**src/hw/oscst_pkg.sv**
```systemverilog
// Package for the oscillator clock select and trim block.
// Assumes a 20 MHz system clock and a classic Wishbone register port.
`default_nettype none
package oscst_pkg;
  // Register byte offsets
  localparam logic [3:0] OSCST_SRC_CTRL_OFF  = 4'h0;
  localparam logic [3:0] OSCST_TRIM_OFF      = 4'h4;
  localparam logic [3:0] OSCST_STATUS_OFF    = 4'h8;
  // Source control fields
  localparam int OSCST_OPT_MSB  = 7;
  localparam int OSCST_OPT_LSB  = 6;
  localparam int OSCST_ICF_MSB  = 5;
  localparam int OSCST_ICF_LSB  = 4;
  localparam int OSCST_XR_MSB   = 3;
  localparam int OSCST_XR_LSB   = 2;
  localparam int OSCST_OE_BIT   = 1;
  // Reset values
  localparam logic [7:0] OSCST_SRC_CTRL_RST = 8'h20;
  localparam logic [7:0] OSCST_TRIM_RST     = 8'h80;
  // Clock source codes
  typedef enum logic [1:0] {
    OSCST_SRC_INT  = 2'b00,
    OSCST_SRC_EXT  = 2'b01,
    OSCST_SRC_RC   = 2'b10,
    OSCST_SRC_XTAL = 2'b11
  } oscst_src_type;
  // Internal frequency codes
  localparam logic [1:0] OSCST_ICF_4M0  = 2'b00;
  localparam logic [1:0] OSCST_ICF_8M0  = 2'b01;
  localparam logic [1:0] OSCST_ICF_12M8 = 2'b10;
  localparam logic [1:0] OSCST_ICF_RSVD = 2'b11;
  // Internal oscillator half periods in system clocks at nominal trim
  localparam logic [7:0] OSCST_HALF_4M0  = 8'h28;
  localparam logic [7:0] OSCST_HALF_8M0  = 8'h14;
  localparam logic [7:0] OSCST_HALF_12M8 = 8'h0c;
  localparam int         OSCST_TRIM_SHIFT = 4;
  // Wishbone request carrier
  typedef struct packed {
    logic        cyc;
    logic        stb;
    logic        we;
    logic [3:0]  adr;
    logic [3:0]  sel;
    logic [31:0] dat;
  } oscst_wb_req_type;
endpackage : oscst_pkg
`default_nettype wire

```
**src/hw/oscst_intosc.sv**
```systemverilog
// Model of the trimmable internal oscillator as a clock enable generator.
// Assumes one synchronous clock; period grows with larger trim value.
`default_nettype none
module oscst_intosc
  import oscst_pkg::*;
(
  input  wire logic       clk_i,
  input  wire logic       rst_i,
  input  wire logic [1:0] freq_sel_i,
  input  wire logic [7:0] trim_i,
  output logic            tick_o
);
  logic [7:0]  half_base;
  logic [11:0] half_len;
  logic [11:0] count_q;
  logic [11:0] count_d;
  logic [11:0] half_cyc;
  logic        hit;

  // Half period from the frequency select
  assign half_base = (freq_sel_i == OSCST_ICF_4M0) ? OSCST_HALF_4M0 :
                     (freq_sel_i == OSCST_ICF_8M0) ? OSCST_HALF_8M0 :
                     OSCST_HALF_12M8; // Reserved code treated as 12.8 MHz
  // Larger trim, longer period; 0x80 is nominal
  assign half_len = 12'({half_base, 4'h0}) + 12'(trim_i) - 12'(OSCST_TRIM_RST);
  // Half period in system clocks, rounded from sixteenths
  assign half_cyc = (half_len + 12'(1 << (OSCST_TRIM_SHIFT - 1))) >> OSCST_TRIM_SHIFT;
  // At or past the end, so a shorter setting never waits for a wrap
  assign hit      = (count_q >= (half_cyc - 12'h001));
  assign count_d  = hit ? 12'h000 : count_q + 12'h001;
  assign tick_o   = hit;

  // Period counter
  always_ff @(posedge clk_i) begin
    if (rst_i) begin
      count_q <= 12'h000;
    end else begin
      count_q <= count_d;
    end
  end
endmodule // oscst_intosc
`default_nettype wire

```
**src/hw/oscst_top.sv**
```systemverilog
// Oscillator clock select and trim: root select, x4/x2/bus clock enables.
// Assumes classic Wishbone, external clock pins sampled on clk_i.
//
// Chosen here: the Wishbone interface to the registers and the register offsets.
`default_nettype none
module oscst_top
  import oscst_pkg::*;
(
  input  wire logic        clk_i,
  input  wire logic        rst_i,
  input  wire logic        wb_cyc_i,
  input  wire logic        wb_stb_i,
  input  wire logic        wb_we_i,
  input  wire logic [3:0]  wb_adr_i,
  input  wire logic [3:0]  wb_sel_i,
  input  wire logic [31:0] wb_dat_i,
  output logic [31:0]      wb_dat_o,
  output logic             wb_ack_o,
  input  wire logic        first_osc_pin_i,
  input  wire logic        second_osc_pin_i,
  input  wire logic        wait_mode_i,
  output logic             second_osc_pin_o,
  output logic             second_osc_pin_oe_o,
  output logic             quad_bus_clock_o,
  output logic             double_bus_clock_o,
  output logic             bus_clock_en_o,
  output logic             watchdog_clock_en_o
);
  oscst_wb_req_type req;
  logic [7:0]  src_ctrl_q;
  logic [7:0]  trim_q;
  logic        ack_q;
  logic [31:0] rdat_q;
  logic [31:0] rdat_d;
  logic [2:0]  pin1_sync_q;
  logic [1:0]  pin2_sync_q;
  logic        quad_q;
  logic        dbl_q;
  logic        bus_q;
  logic        quad_prev_q;
  logic        dbl_prev_q;
  logic        bus_en_q;
  logic [7:0]  quad_edges_q;

  // Request bundle
  assign req = '{cyc: wb_cyc_i, stb: wb_stb_i, we: wb_we_i,
                 adr: wb_adr_i, sel: wb_sel_i, dat: wb_dat_i};

  // Decode
  wire         access   = req.cyc && req.stb && !ack_q;
  // Write lands at the edge after the one that presents ack, where the master samples it
  wire         wr       = req.cyc && req.stb && ack_q && req.we && req.sel[0];
  wire         hit_src  = (req.adr == OSCST_SRC_CTRL_OFF);
  wire         hit_trim = (req.adr == OSCST_TRIM_OFF);
  wire         hit_stat = (req.adr == OSCST_STATUS_OFF);
  wire [1:0]   src_opt  = src_ctrl_q[OSCST_OPT_MSB:OSCST_OPT_LSB];
  wire [1:0]   icf      = src_ctrl_q[OSCST_ICF_MSB:OSCST_ICF_LSB];
  wire         pin2_oe  = src_ctrl_q[OSCST_OE_BIT];
  oscst_src_type src_sel;
  assign src_sel = oscst_src_type'(src_opt);

  // Read data mux; unmapped reads as zero
  always_comb begin
    rdat_d = 32'h0000_0000;
    if (hit_src) begin
      rdat_d = {24'h000000, src_ctrl_q};
    end else if (hit_trim) begin
      rdat_d = {24'h000000, trim_q};
    end else if (hit_stat) begin
      rdat_d = {24'h000000, quad_edges_q};
    end
  end

  // Register writes; trim only by software
  always_ff @(posedge clk_i) begin
    if (rst_i) begin
      src_ctrl_q <= OSCST_SRC_CTRL_RST; // Internal osc, 12.8 MHz
      trim_q     <= OSCST_TRIM_RST;
    end else if (wr && hit_src) begin
      src_ctrl_q <= {req.dat[7:1], 1'b0};  // Option, freq, range, pin enable
    end else if (wr && hit_trim) begin
      trim_q <= req.dat[7:0];
    end
  end

  // Bus answer one cycle after request
  always_ff @(posedge clk_i) begin
    if (rst_i) begin
      ack_q  <= 1'b0;
      rdat_q <= 32'h0000_0000;
    end else begin
      ack_q  <= access;
      rdat_q <= rdat_d;
    end
  end
  assign wb_ack_o = ack_q;
  assign wb_dat_o = rdat_q;

  // Pin synchronisers; third stage only for edge detection
  always_ff @(posedge clk_i) begin
    if (rst_i) begin
      pin1_sync_q <= 3'b000;
      pin2_sync_q <= 2'b00;
    end else begin
      pin1_sync_q <= {pin1_sync_q[1:0], first_osc_pin_i};
      pin2_sync_q <= {pin2_sync_q[0], second_osc_pin_i};
    end
  end

  // Internal oscillator model
  logic int_tick;
  oscst_intosc u_intosc (
    .clk_i      (clk_i),
    .rst_i      (rst_i),
    .freq_sel_i (icf),
    .trim_i     (trim_q),
    .tick_o     (int_tick)
  );

  // Root edges: external clock, RC and crystal all enter on the first pin
  wire ext_rise = pin1_sync_q[1] && !pin1_sync_q[2];
  wire ext_fall = !pin1_sync_q[1] && pin1_sync_q[2];
  // Crystal taken undivided from the pin
  wire root_toggle = (src_sel == OSCST_SRC_INT) ? int_tick : (ext_rise || ext_fall);

  // Quad clock tracks root; double and bus divide by two; wait ignored
  always_ff @(posedge clk_i) begin
    if (rst_i) begin
      quad_q      <= 1'b0;
      dbl_q       <= 1'b0;
      bus_q       <= 1'b0;
      quad_prev_q <= 1'b0;
      dbl_prev_q  <= 1'b0;
    end else begin
      quad_prev_q <= quad_q;
      dbl_prev_q  <= dbl_q;
      if (root_toggle) begin
        quad_q <= !quad_q;
      end
      if (quad_q && !quad_prev_q) begin
        dbl_q <= !dbl_q;
      end
      if (dbl_q && !dbl_prev_q) begin
        bus_q <= !bus_q;
      end
    end
  end

  // Bus clock enable pulse and quad edge counter for the status register
  always_ff @(posedge clk_i) begin
    if (rst_i) begin
      bus_en_q     <= 1'b0;
      quad_edges_q <= 8'h00;
    end else begin
      bus_en_q <= (dbl_q && !dbl_prev_q) && !bus_q;
      if (quad_q && !quad_prev_q) begin
        quad_edges_q <= quad_edges_q + 8'h01;
      end
    end
  end

  assign quad_bus_clock_o    = quad_q;
  assign double_bus_clock_o  = dbl_q;
  assign bus_clock_en_o      = bus_en_q;
  assign watchdog_clock_en_o = quad_q && !quad_prev_q;
  // Second pin shows quad clock when enabled and the internal oscillator is selected
  assign second_osc_pin_o    = quad_q;
  assign second_osc_pin_oe_o = pin2_oe && (src_sel == OSCST_SRC_INT);

  // Checks
  a_reset_defaults: assert property (@(posedge clk_i) $past(rst_i) |->
    src_ctrl_q == OSCST_SRC_CTRL_RST && trim_q == OSCST_TRIM_RST)
    else $error("bad reset value");
  a_dbl_half_quad: assert property (@(posedge clk_i) disable iff (rst_i)
    $rose(dbl_q) |-> $past(quad_q) && !$past(quad_prev_q))
    else $error("double not from quad");
  a_bus_half_dbl: assert property (@(posedge clk_i) disable iff (rst_i)
    $changed(bus_q) |-> $past(dbl_q) && !$past(dbl_prev_q))
    else $error("bus not from double");
  a_quad_follows_root: assert property (@(posedge clk_i) disable iff (rst_i)
    $past(root_toggle) |-> quad_q != $past(quad_q))
    else $error("quad missed root");
  a_pin_drive: assert property (@(posedge clk_i) disable iff (rst_i)
    second_osc_pin_oe_o |-> pin2_oe && second_osc_pin_o == quad_q)
    else $error("pin drive wrong");
  a_trim_sticky: assert property (@(posedge clk_i) disable iff (rst_i)
    !(wr && hit_trim) |=> trim_q == $past(trim_q))
    else $error("trim changed by itself");
  a_wait_ignored: assert property (@(posedge clk_i) disable iff (rst_i)
    wait_mode_i && $past(root_toggle) |-> quad_q != $past(quad_q))
    else $error("wait stopped clock");
  a_ack_one: assert property (@(posedge clk_i) disable iff (rst_i)
    wb_ack_o |=> !wb_ack_o)
    else $error("ack held");
  c_src_xtal: cover property (@(posedge clk_i) src_sel == OSCST_SRC_XTAL && ext_rise);
  c_trim_write: cover property (@(posedge clk_i) wr && hit_trim);
  c_bus_tick: cover property (@(posedge clk_i) bus_en_q);
endmodule // oscst_top
`default_nettype wire
```
**config.mk**
```make
export PLATFORM = sky130hd
export DESIGN_NAME = oscst_top
export DESIGN_NICKNAME = d
export VERILOG_FILES = /design/src/hw/oscst_pkg.sv /design/src/hw/oscst_intosc.sv /design/src/hw/oscst_top.sv
export SDC_FILE = /design/constraint.sdc
export NUM_CORES = 1
export LEC_CHECK = 0
export ABC_AREA = 1
export BUFFER_PORTS_ARGS = -buffer_cell sky130_fd_sc_hd__buf_2
export CORE_MARGIN = 2
export CORE_UTILIZATION = 50
export CTS_BUF_LIST = sky130_fd_sc_hd__clkbuf_4 sky130_fd_sc_hd__clkbuf_8 sky130_fd_sc_hd__clkbuf_16
export DETAILED_ROUTE_END_ITERATION = 8
export PLACE_DENSITY = 0.75
export SLEW_MARGIN = 20
export SYNTH_ARGS = -nofsm -noshare
export SYNTH_HDL_FRONTEND = slang
export SYNTH_SLANG_ARGS = --single-unit
```
**constraint.sdc**
```tcl
create_clock -name clk_i -period 3.3 [get_ports clk_i]
set_input_delay 0.165 -clock clk_i [delete_from_list [all_inputs] [get_ports clk_i]]
set_output_delay 0.165 -clock clk_i [all_outputs]
set_load 0.02 [all_outputs]
```
[Word-level counts from Yosys, hierarchy flattened]
Index checks and enable logic that the tools add are counted.
Cells by class
  $lt $le $gt $ge: 1
  eq/ne operators: 3
  add/sub/neg operators: 6
  reduce and logical (&&, ||, !) cells: 29
  bitwise logic cells: 1
  muxes and demuxes: 6
Operators by type and width (count)
  $mux W8: 4
  $logic_and A1 B1 Y1: 13
  $add A12 B1 Y12 const B: 1
  $add A12 B4 Y12 const B: 1
  $add A12 B8 Y12: 1
  $ge A12 B12 Y1: 1
  $sub A12 B8 Y12 const B: 1
  $sub A8 B1 Y9 const B: 1
  $add A8 B1 Y8 const B: 1
  $logic_not A1 Y1: 8
  $mux W5: 1
  $eq A4 B3 Y1 const B: 1
  $eq A4 B4 Y1 const B: 1
  $logic_not A2 Y1: 2
  $logic_not A4 Y1: 1
  $reduce_or A2 Y1: 2
  $reduce_or A3 Y1: 1
  $eq A2 B1 Y1 const B: 1
  $reduce_and A2 Y1: 1
  $logic_or A1 B1 Y1: 1
  $mux W1: 1
  $not A1 Y1: 1
Word-level totals
  output and inout bits: 39
  flip-flop bits (word level): 77
  bits of input ports: 48

[Logic depth before layout (Yosys ltp)]
  depth in word-level cells: 9
  depth in mapped cells: 25
  gate-level depth less buffers: 25

[Modules after synthesis]
Synthesis repeated with hierarchy kept, for this count alone.
Unflattened totals
  cells, all modules: 448
  area, all modules: 3266.9 um^2
Modules (own cells, without submodules)
  oscst_top: cells an instance 264, seq. area each 820.8 um^2, instances 1, area an instance 1980.6 um^2
  oscst_intosc: cells an instance 184, seq. area each 240.2 um^2, instances 1, area an instance 1286.2 um^2

[Worst setup path after synthesis]
OpenSTA, ideal clock, no wires.
  kind: register to register
  start point: reg src_ctrl_q[4]
  end point: reg u_intosc.count_q[4]
  stages on the path, launching flop included: 24
  setup time: 70 ps
  arrival: 2888 ps
  path slack: 342 ps
  path buffers: 1
  cell sequence: dfxtp_1 inv_1 nor2_1 ha_1 inv_1 ha_1 inv_1 o21ai_2 nand2_1 nand2_1 nand3_1 nor2_2 nand2_1 nand2_1 nand2_1 ha_1 nand2_1 inv_1 nand2_1 nand2_1 a21oi_1 nand3_1 buf_2 a21oi_1
Between the ends
  cells in the longest elaborated chain, start to end: 9
  elaborated cells between the ends (all ways): 10
  those cells by class: add/sub: 4; order compare: 1; eq/ne: 1; mux: 2; reduce/logical: 2
Ends and longest elaborated chain
  start: declaration: RTL line oscst_top.sv:30  | logic [7:0] src_ctrl_q;
  start signal: assignment: RTL line oscst_top.sv:80  | src_ctrl_q <= {req.dat[7:1], 1'b0};
  $eq A2 B1 Y1: RTL line oscst_intosc.sv:22  | (freq_sel_i == OSCST_ICF_8M0) ? OSCST_HALF_8M0 :
  $mux W5: RTL line oscst_intosc.sv:22
  $mux W8 (*): RTL line oscst_intosc.sv:21  | assign half_base = (freq_sel_i == OSCST_ICF_4M0) ? OSCST_HALF_4M0 :
  $add A12 B8 Y12 (*): RTL line oscst_intosc.sv:25  | assign half_len = 12'({half_base, 4'h0}) + 12'(trim_i) - 12'(OSCST_TRIM_RST);
  $sub A12 B8 Y12 (*): RTL line oscst_intosc.sv:25
  $add A12 B4 Y12 (*): RTL line oscst_intosc.sv:27  | assign half_cyc = (half_len + 12'(1 << (OSCST_TRIM_SHIFT - 1))) >> OSCST_TRIM_SHIFT;
  $sub A8 B1 Y9 (*): RTL line oscst_intosc.sv:29  | assign hit = (count_q >= (half_cyc - 12'h001));
  $ge A12 B12 Y1 (*): RTL line oscst_intosc.sv:29
  $reduce_or A2 Y1 (no line) (*)
  end signal: assignment: RTL line oscst_intosc.sv:38  | count_q <= count_d;
  end: declaration: RTL line oscst_intosc.sv:15  | logic [11:0] count_q;
Mark *: on every way between the ends. The rest lies on a longest branch, timed or not.
A chain may end at the register's enable or synchronous reset.

[Worst setup path in the final report]
  start point: reg src_ctrl_q[4]
  end point: reg u_intosc.count_q[10]
Same word-level chain as after synthesis.

==> results.py <==
metrics = {
    "status": {
        "run_status": "finished, final reports clean",
    },
    "synth": {
        "post-synth-top-area-cell": "sky130_fd_sc_hd__dfxtp_1",
        "synth_seq_cells": 53,
        "synth_top_cell_area_share": 0.3526,
        "yosysSeqAreaShare": 0.3526,
        "number_of_enable_type_register_cells_in_the_synthesized_netlist": 0,
        "synth_top_flop_cell": "sky130_fd_sc_hd__dfxtp_1",
        "ys.warnings.count": 0,
        "synthTopCellsByArea": "sky130_fd_sc_hd__dfxtp_1 35%, sky130_fd_sc_hd__ha_1 10%, sky130_fd_sc_hd__nand2_1 8.7%",
        "synthesis.instances": 401,
        "syn-mean-instance-area_um2": 7.504,
        "syn_area_um2": 3009,
        "ys_async_sr_fraction": 0,
        "synth.lib_cells_used.distinct": 38,
    },
    "timing": {
        "maxClockFrequency_ghz": 0.3277,
        "drv_slew": 0,
        "slew-limit-headroom": 0.5392,
        "fin_worst_hold_slack_ps": 48.39,
        "timing.final.setup_violations": 0,
        "fin_worst_skew_ps": 5.050,
        "final_critical_period_ps": 3052,
        "timing.final.crit_share": 0.9247,
        "timing_hold_violations_final": 0,
        "worstMarginPinSlew_ps": 690.4,
        "setup_total_negative_slack_ps": 0,
    },
    "finish": {
        "post_layout_nonfiller_instances": 518,
        "n_antenna_cell": 0,
        "final_layout_size_suffix_gt1_frac": 0.1941,
        "nets": 514,
        "area_delta_synth_final_pct": 13.89,
        "utilization": 0.5858,
    },
    "die": {
        "floorplan.initialDensity": 0.5143,
        "fp-row-count": 28,
        "fp.dieH_um": 81.58,
        "boundaryPins": 87,
        "design.core.area_um2": 5851,
        "area_of_the_die_um2": 6654,
        "die_w_um": 81.58,
    },
    "power": {
        "sw_frac_of_total": 0.2504,
        "power.density_cell_area_nw_per_um2": 351.9,
        "power_switching_mw": 0.3020,
        "seq_power_share": 0.540,
        "clockPowerShare": 0.386,
        "p_leak_nw": 1.560,
        "vdd.ir_drop.worst_v": 0.0002421,
        "cell_internal_pwr_mw": 0.9041,
        "comb_power_share": 0.074,
    },
    "routing": {
        "routedWlPerCell_um": 11.19,
        "routed_via_count_divided_by_cell_count": 4.859,
        "dr.first_iter.drc_count": 45,
        "route.detailed.drc": 0,
        "postRouteWirelength_um": 5797,
        "postRouteAntennaNets": 0,
        "drt_pre_antenna_iters": 4,
        "num_vias": 2517,
    },
    "global_routing": {
        "first_global_vias": 2242,
        "largest_net_degree_at_the_start_of_global_routing": 24,
        "grt_remaining_overflow": 0,
        "grt_first_pass_wirelength_um": 9259,
        "grt_use_total": 0.1786,
        "initial_antenna_violation_count": 0,
    },
    "worst_setup_path": {
        "crit_arrival_ps": 3300,
        "critical_path_required_ps": 3550,
        "cp-end-kind": "register",
        "launching_element_type_of_the_critical_path": "register",
        "critical_path_peak_fanout": 4,
        "worst-setup-path-type": "register to register",
    },
    "run": {
        "timing.max_cap.violations": 0,
    },
    "clock_tree": {
        "post_cts_hold_buffer_count": 0,
        "cts_htree_levels": 2,
        "cts_root_buf": "sky130_fd_sc_hd__clkbuf_8",
        "cts.reportedPaths.clkPinSlew_ps": 100,
        "clock_tree.buffer_depth": 2,
        "cts_sinks": 53,
        "tritoncts.num_buffers": 5,
        "tritoncts": "built",
        "clkLatencyLatePin_ps": 320,
    },
    "placed_design": {
        "portBuffers": 33,
        "placedCellCount": 507,
        "place_congestion": 0.8680,
        "dpl.hpwl_um": 4295,
    },
    "hold_path": {
        "timing.hold.worst.class": "input port to register",
    },
}
[layer usage]
metal  track usage  vias to the layer above  share of wire
met5             0                        -              0
met4       0.07167                        0          0.018
met3       0.03846                       11          0.042
met2        0.3131                       48           0.49
met1        0.2118                     1140           0.45
li1              -                     1318              -
[critical path: stages (launching register included)]
cell                      delay [ps]
sky130_fd_sc_hd__dfxtp_1         340
sky130_fd_sc_hd__inv_2            60
sky130_fd_sc_hd__nor2_2          100
sky130_fd_sc_hd__buf_4           130
sky130_fd_sc_hd__inv_1            50
sky130_fd_sc_hd__ha_1            330
sky130_fd_sc_hd__nor2_2          150
sky130_fd_sc_hd__nand2_1          70
sky130_fd_sc_hd__nand2_1          70
sky130_fd_sc_hd__inv_1            50
sky130_fd_sc_hd__nand2_1          60
sky130_fd_sc_hd__nand2_1          60
sky130_fd_sc_hd__nand2_2         100
sky130_fd_sc_hd__nand4_1         190
sky130_fd_sc_hd__ha_1            360
sky130_fd_sc_hd__nand2_1         100
sky130_fd_sc_hd__inv_1            60
sky130_fd_sc_hd__nand2_1          70
sky130_fd_sc_hd__nand2_1          60
sky130_fd_sc_hd__a21oi_2         130
sky130_fd_sc_hd__nand3_2         160
sky130_fd_sc_hd__buf_6           180
sky130_fd_sc_hd__a21oi_1         100
[final cells by class]
cell class,instances,area [um^2]
clock inverters,3,47.55
clock buffers,5,68.82
repair buffers,42,240.2
multi-input cells,284,1700
fillers,545,2424
flip-flops and latches,53,1061
inverters,56,215.2
well taps,75,93.84
[path summary, 6_finish.rpt]
path	from	endpoint	slack (ps)	cells past startpoint
min	first_osc_pin_i	pin1_sync_q[0]	50	3
max	src_ctrl_q[4]	u_intosc.count_q[10]	250	22
min reg2reg	pin1_sync_q[0]	pin1_sync_q[1]	410	2
max reg2reg	src_ctrl_q[4]	u_intosc.count_q[10]	250	22
[registers in the layout, indices dropped and copies added, names as in the netlist, 3 cells and up]
register and flops:
src_ctrl_q 7, wb_dat_o 8, quad_edges_q 8, pin1_sync_q 3, u_intosc.count_q 12, trim_q 8
[power groups by stage]
stage | Combinational (mW) | Clock [mW] | Sequential [mW]
final | 0.0890 | 0.466 | 0.651
after global routing | 0.0996 | 0.498 | 0.652
after global placement | 0.0847 | 0 | 0.666
after detailed placement | 0.0858 | 0 | 0.666
after floorplan | 0.0806 | 0 | 0.668
after CTS | 0.0865 | 0.479 | 0.651
[cells by family (layout without fill, tap and decap cells)]
| group | Yosys count | count (layout) | synth area share |
|---|---|---|---|
| AND/OR/NAND/NOR | 159 | 159 | 0.2362 |
| buffers and inverters | 87 | 106 | 0.1443 |
| AO/OA/AOI/OAI | 63 | 63 | 0.1202 |
| flip-flops | 53 | 53 | 0.3526 |
| adder cells (fa/ha/maj) | 24 | 24 | 0.09979 |
| XOR/XNOR | 14 | 14 | 0.04574 |
| other | 1 | 24 | 0.001246 |
[stage by stage]
| stage | setup slack (ps) | total power, mW | instance area [um^2] |
|---|---|---|---|
| final | 248.4 | 1.206 | 3427 |
| after global placement | 25.66 | 0.7503 | 3181 |
| after detailed placement | -54.20 | 0.7516 | 3181 |
| after global routing | -33.35 | 1.250 | 3427 |
| after floorplan | 342.3 | 0.7484 | 3095 |
| after CTS | 2.584 | 1.216 | 3304 |
[cell usage in the layout (no fill, tap or decap), types with 9 or more instances in the layout]
master                    netlist  layout
sky130_fd_sc_hd__a21oi_1       27      26
sky130_fd_sc_hd__buf_2          1      33
sky130_fd_sc_hd__conb_1         1      24
sky130_fd_sc_hd__dfxtp_1       53      53
sky130_fd_sc_hd__ha_1          24      21
sky130_fd_sc_hd__inv_1         54      53
sky130_fd_sc_hd__nand2_1       70      67
sky130_fd_sc_hd__nand3_1       17      14
sky130_fd_sc_hd__nor2_1        48      43
sky130_fd_sc_hd__o21ai_0       22      22
sky130_fd_sc_hd__xor2_1         9       9
[what timing repair did]
action                                  in CTS  in global routing
gates resized for setup                      2                 21
gates cloned                                 0                  0
setup buffers                                0                  3
endpoints found under the setup margin       9                 13
pin swaps                                    0                 11
[cells in the mapped netlist (all sizes together) (2+ instances only)]
| cell | number |
|---|---|
| inv | 55 |
| clkbuf | 3 |
| xor2 | 10 |
| nor2 | 53 |
| nor3 | 6 |
| or2 | 3 |
| buf | 28 |
| ha | 24 |
| nand4 | 5 |
| dfxtp | 53 |
| a221oi | 7 |
| nand2 | 73 |
| xnor2 | 4 |
| a21oi | 27 |
| o21ai | 26 |
| o211ai | 2 |
| nand3 | 17 |
No activity file was read; power rests on OpenSTA's default activity.
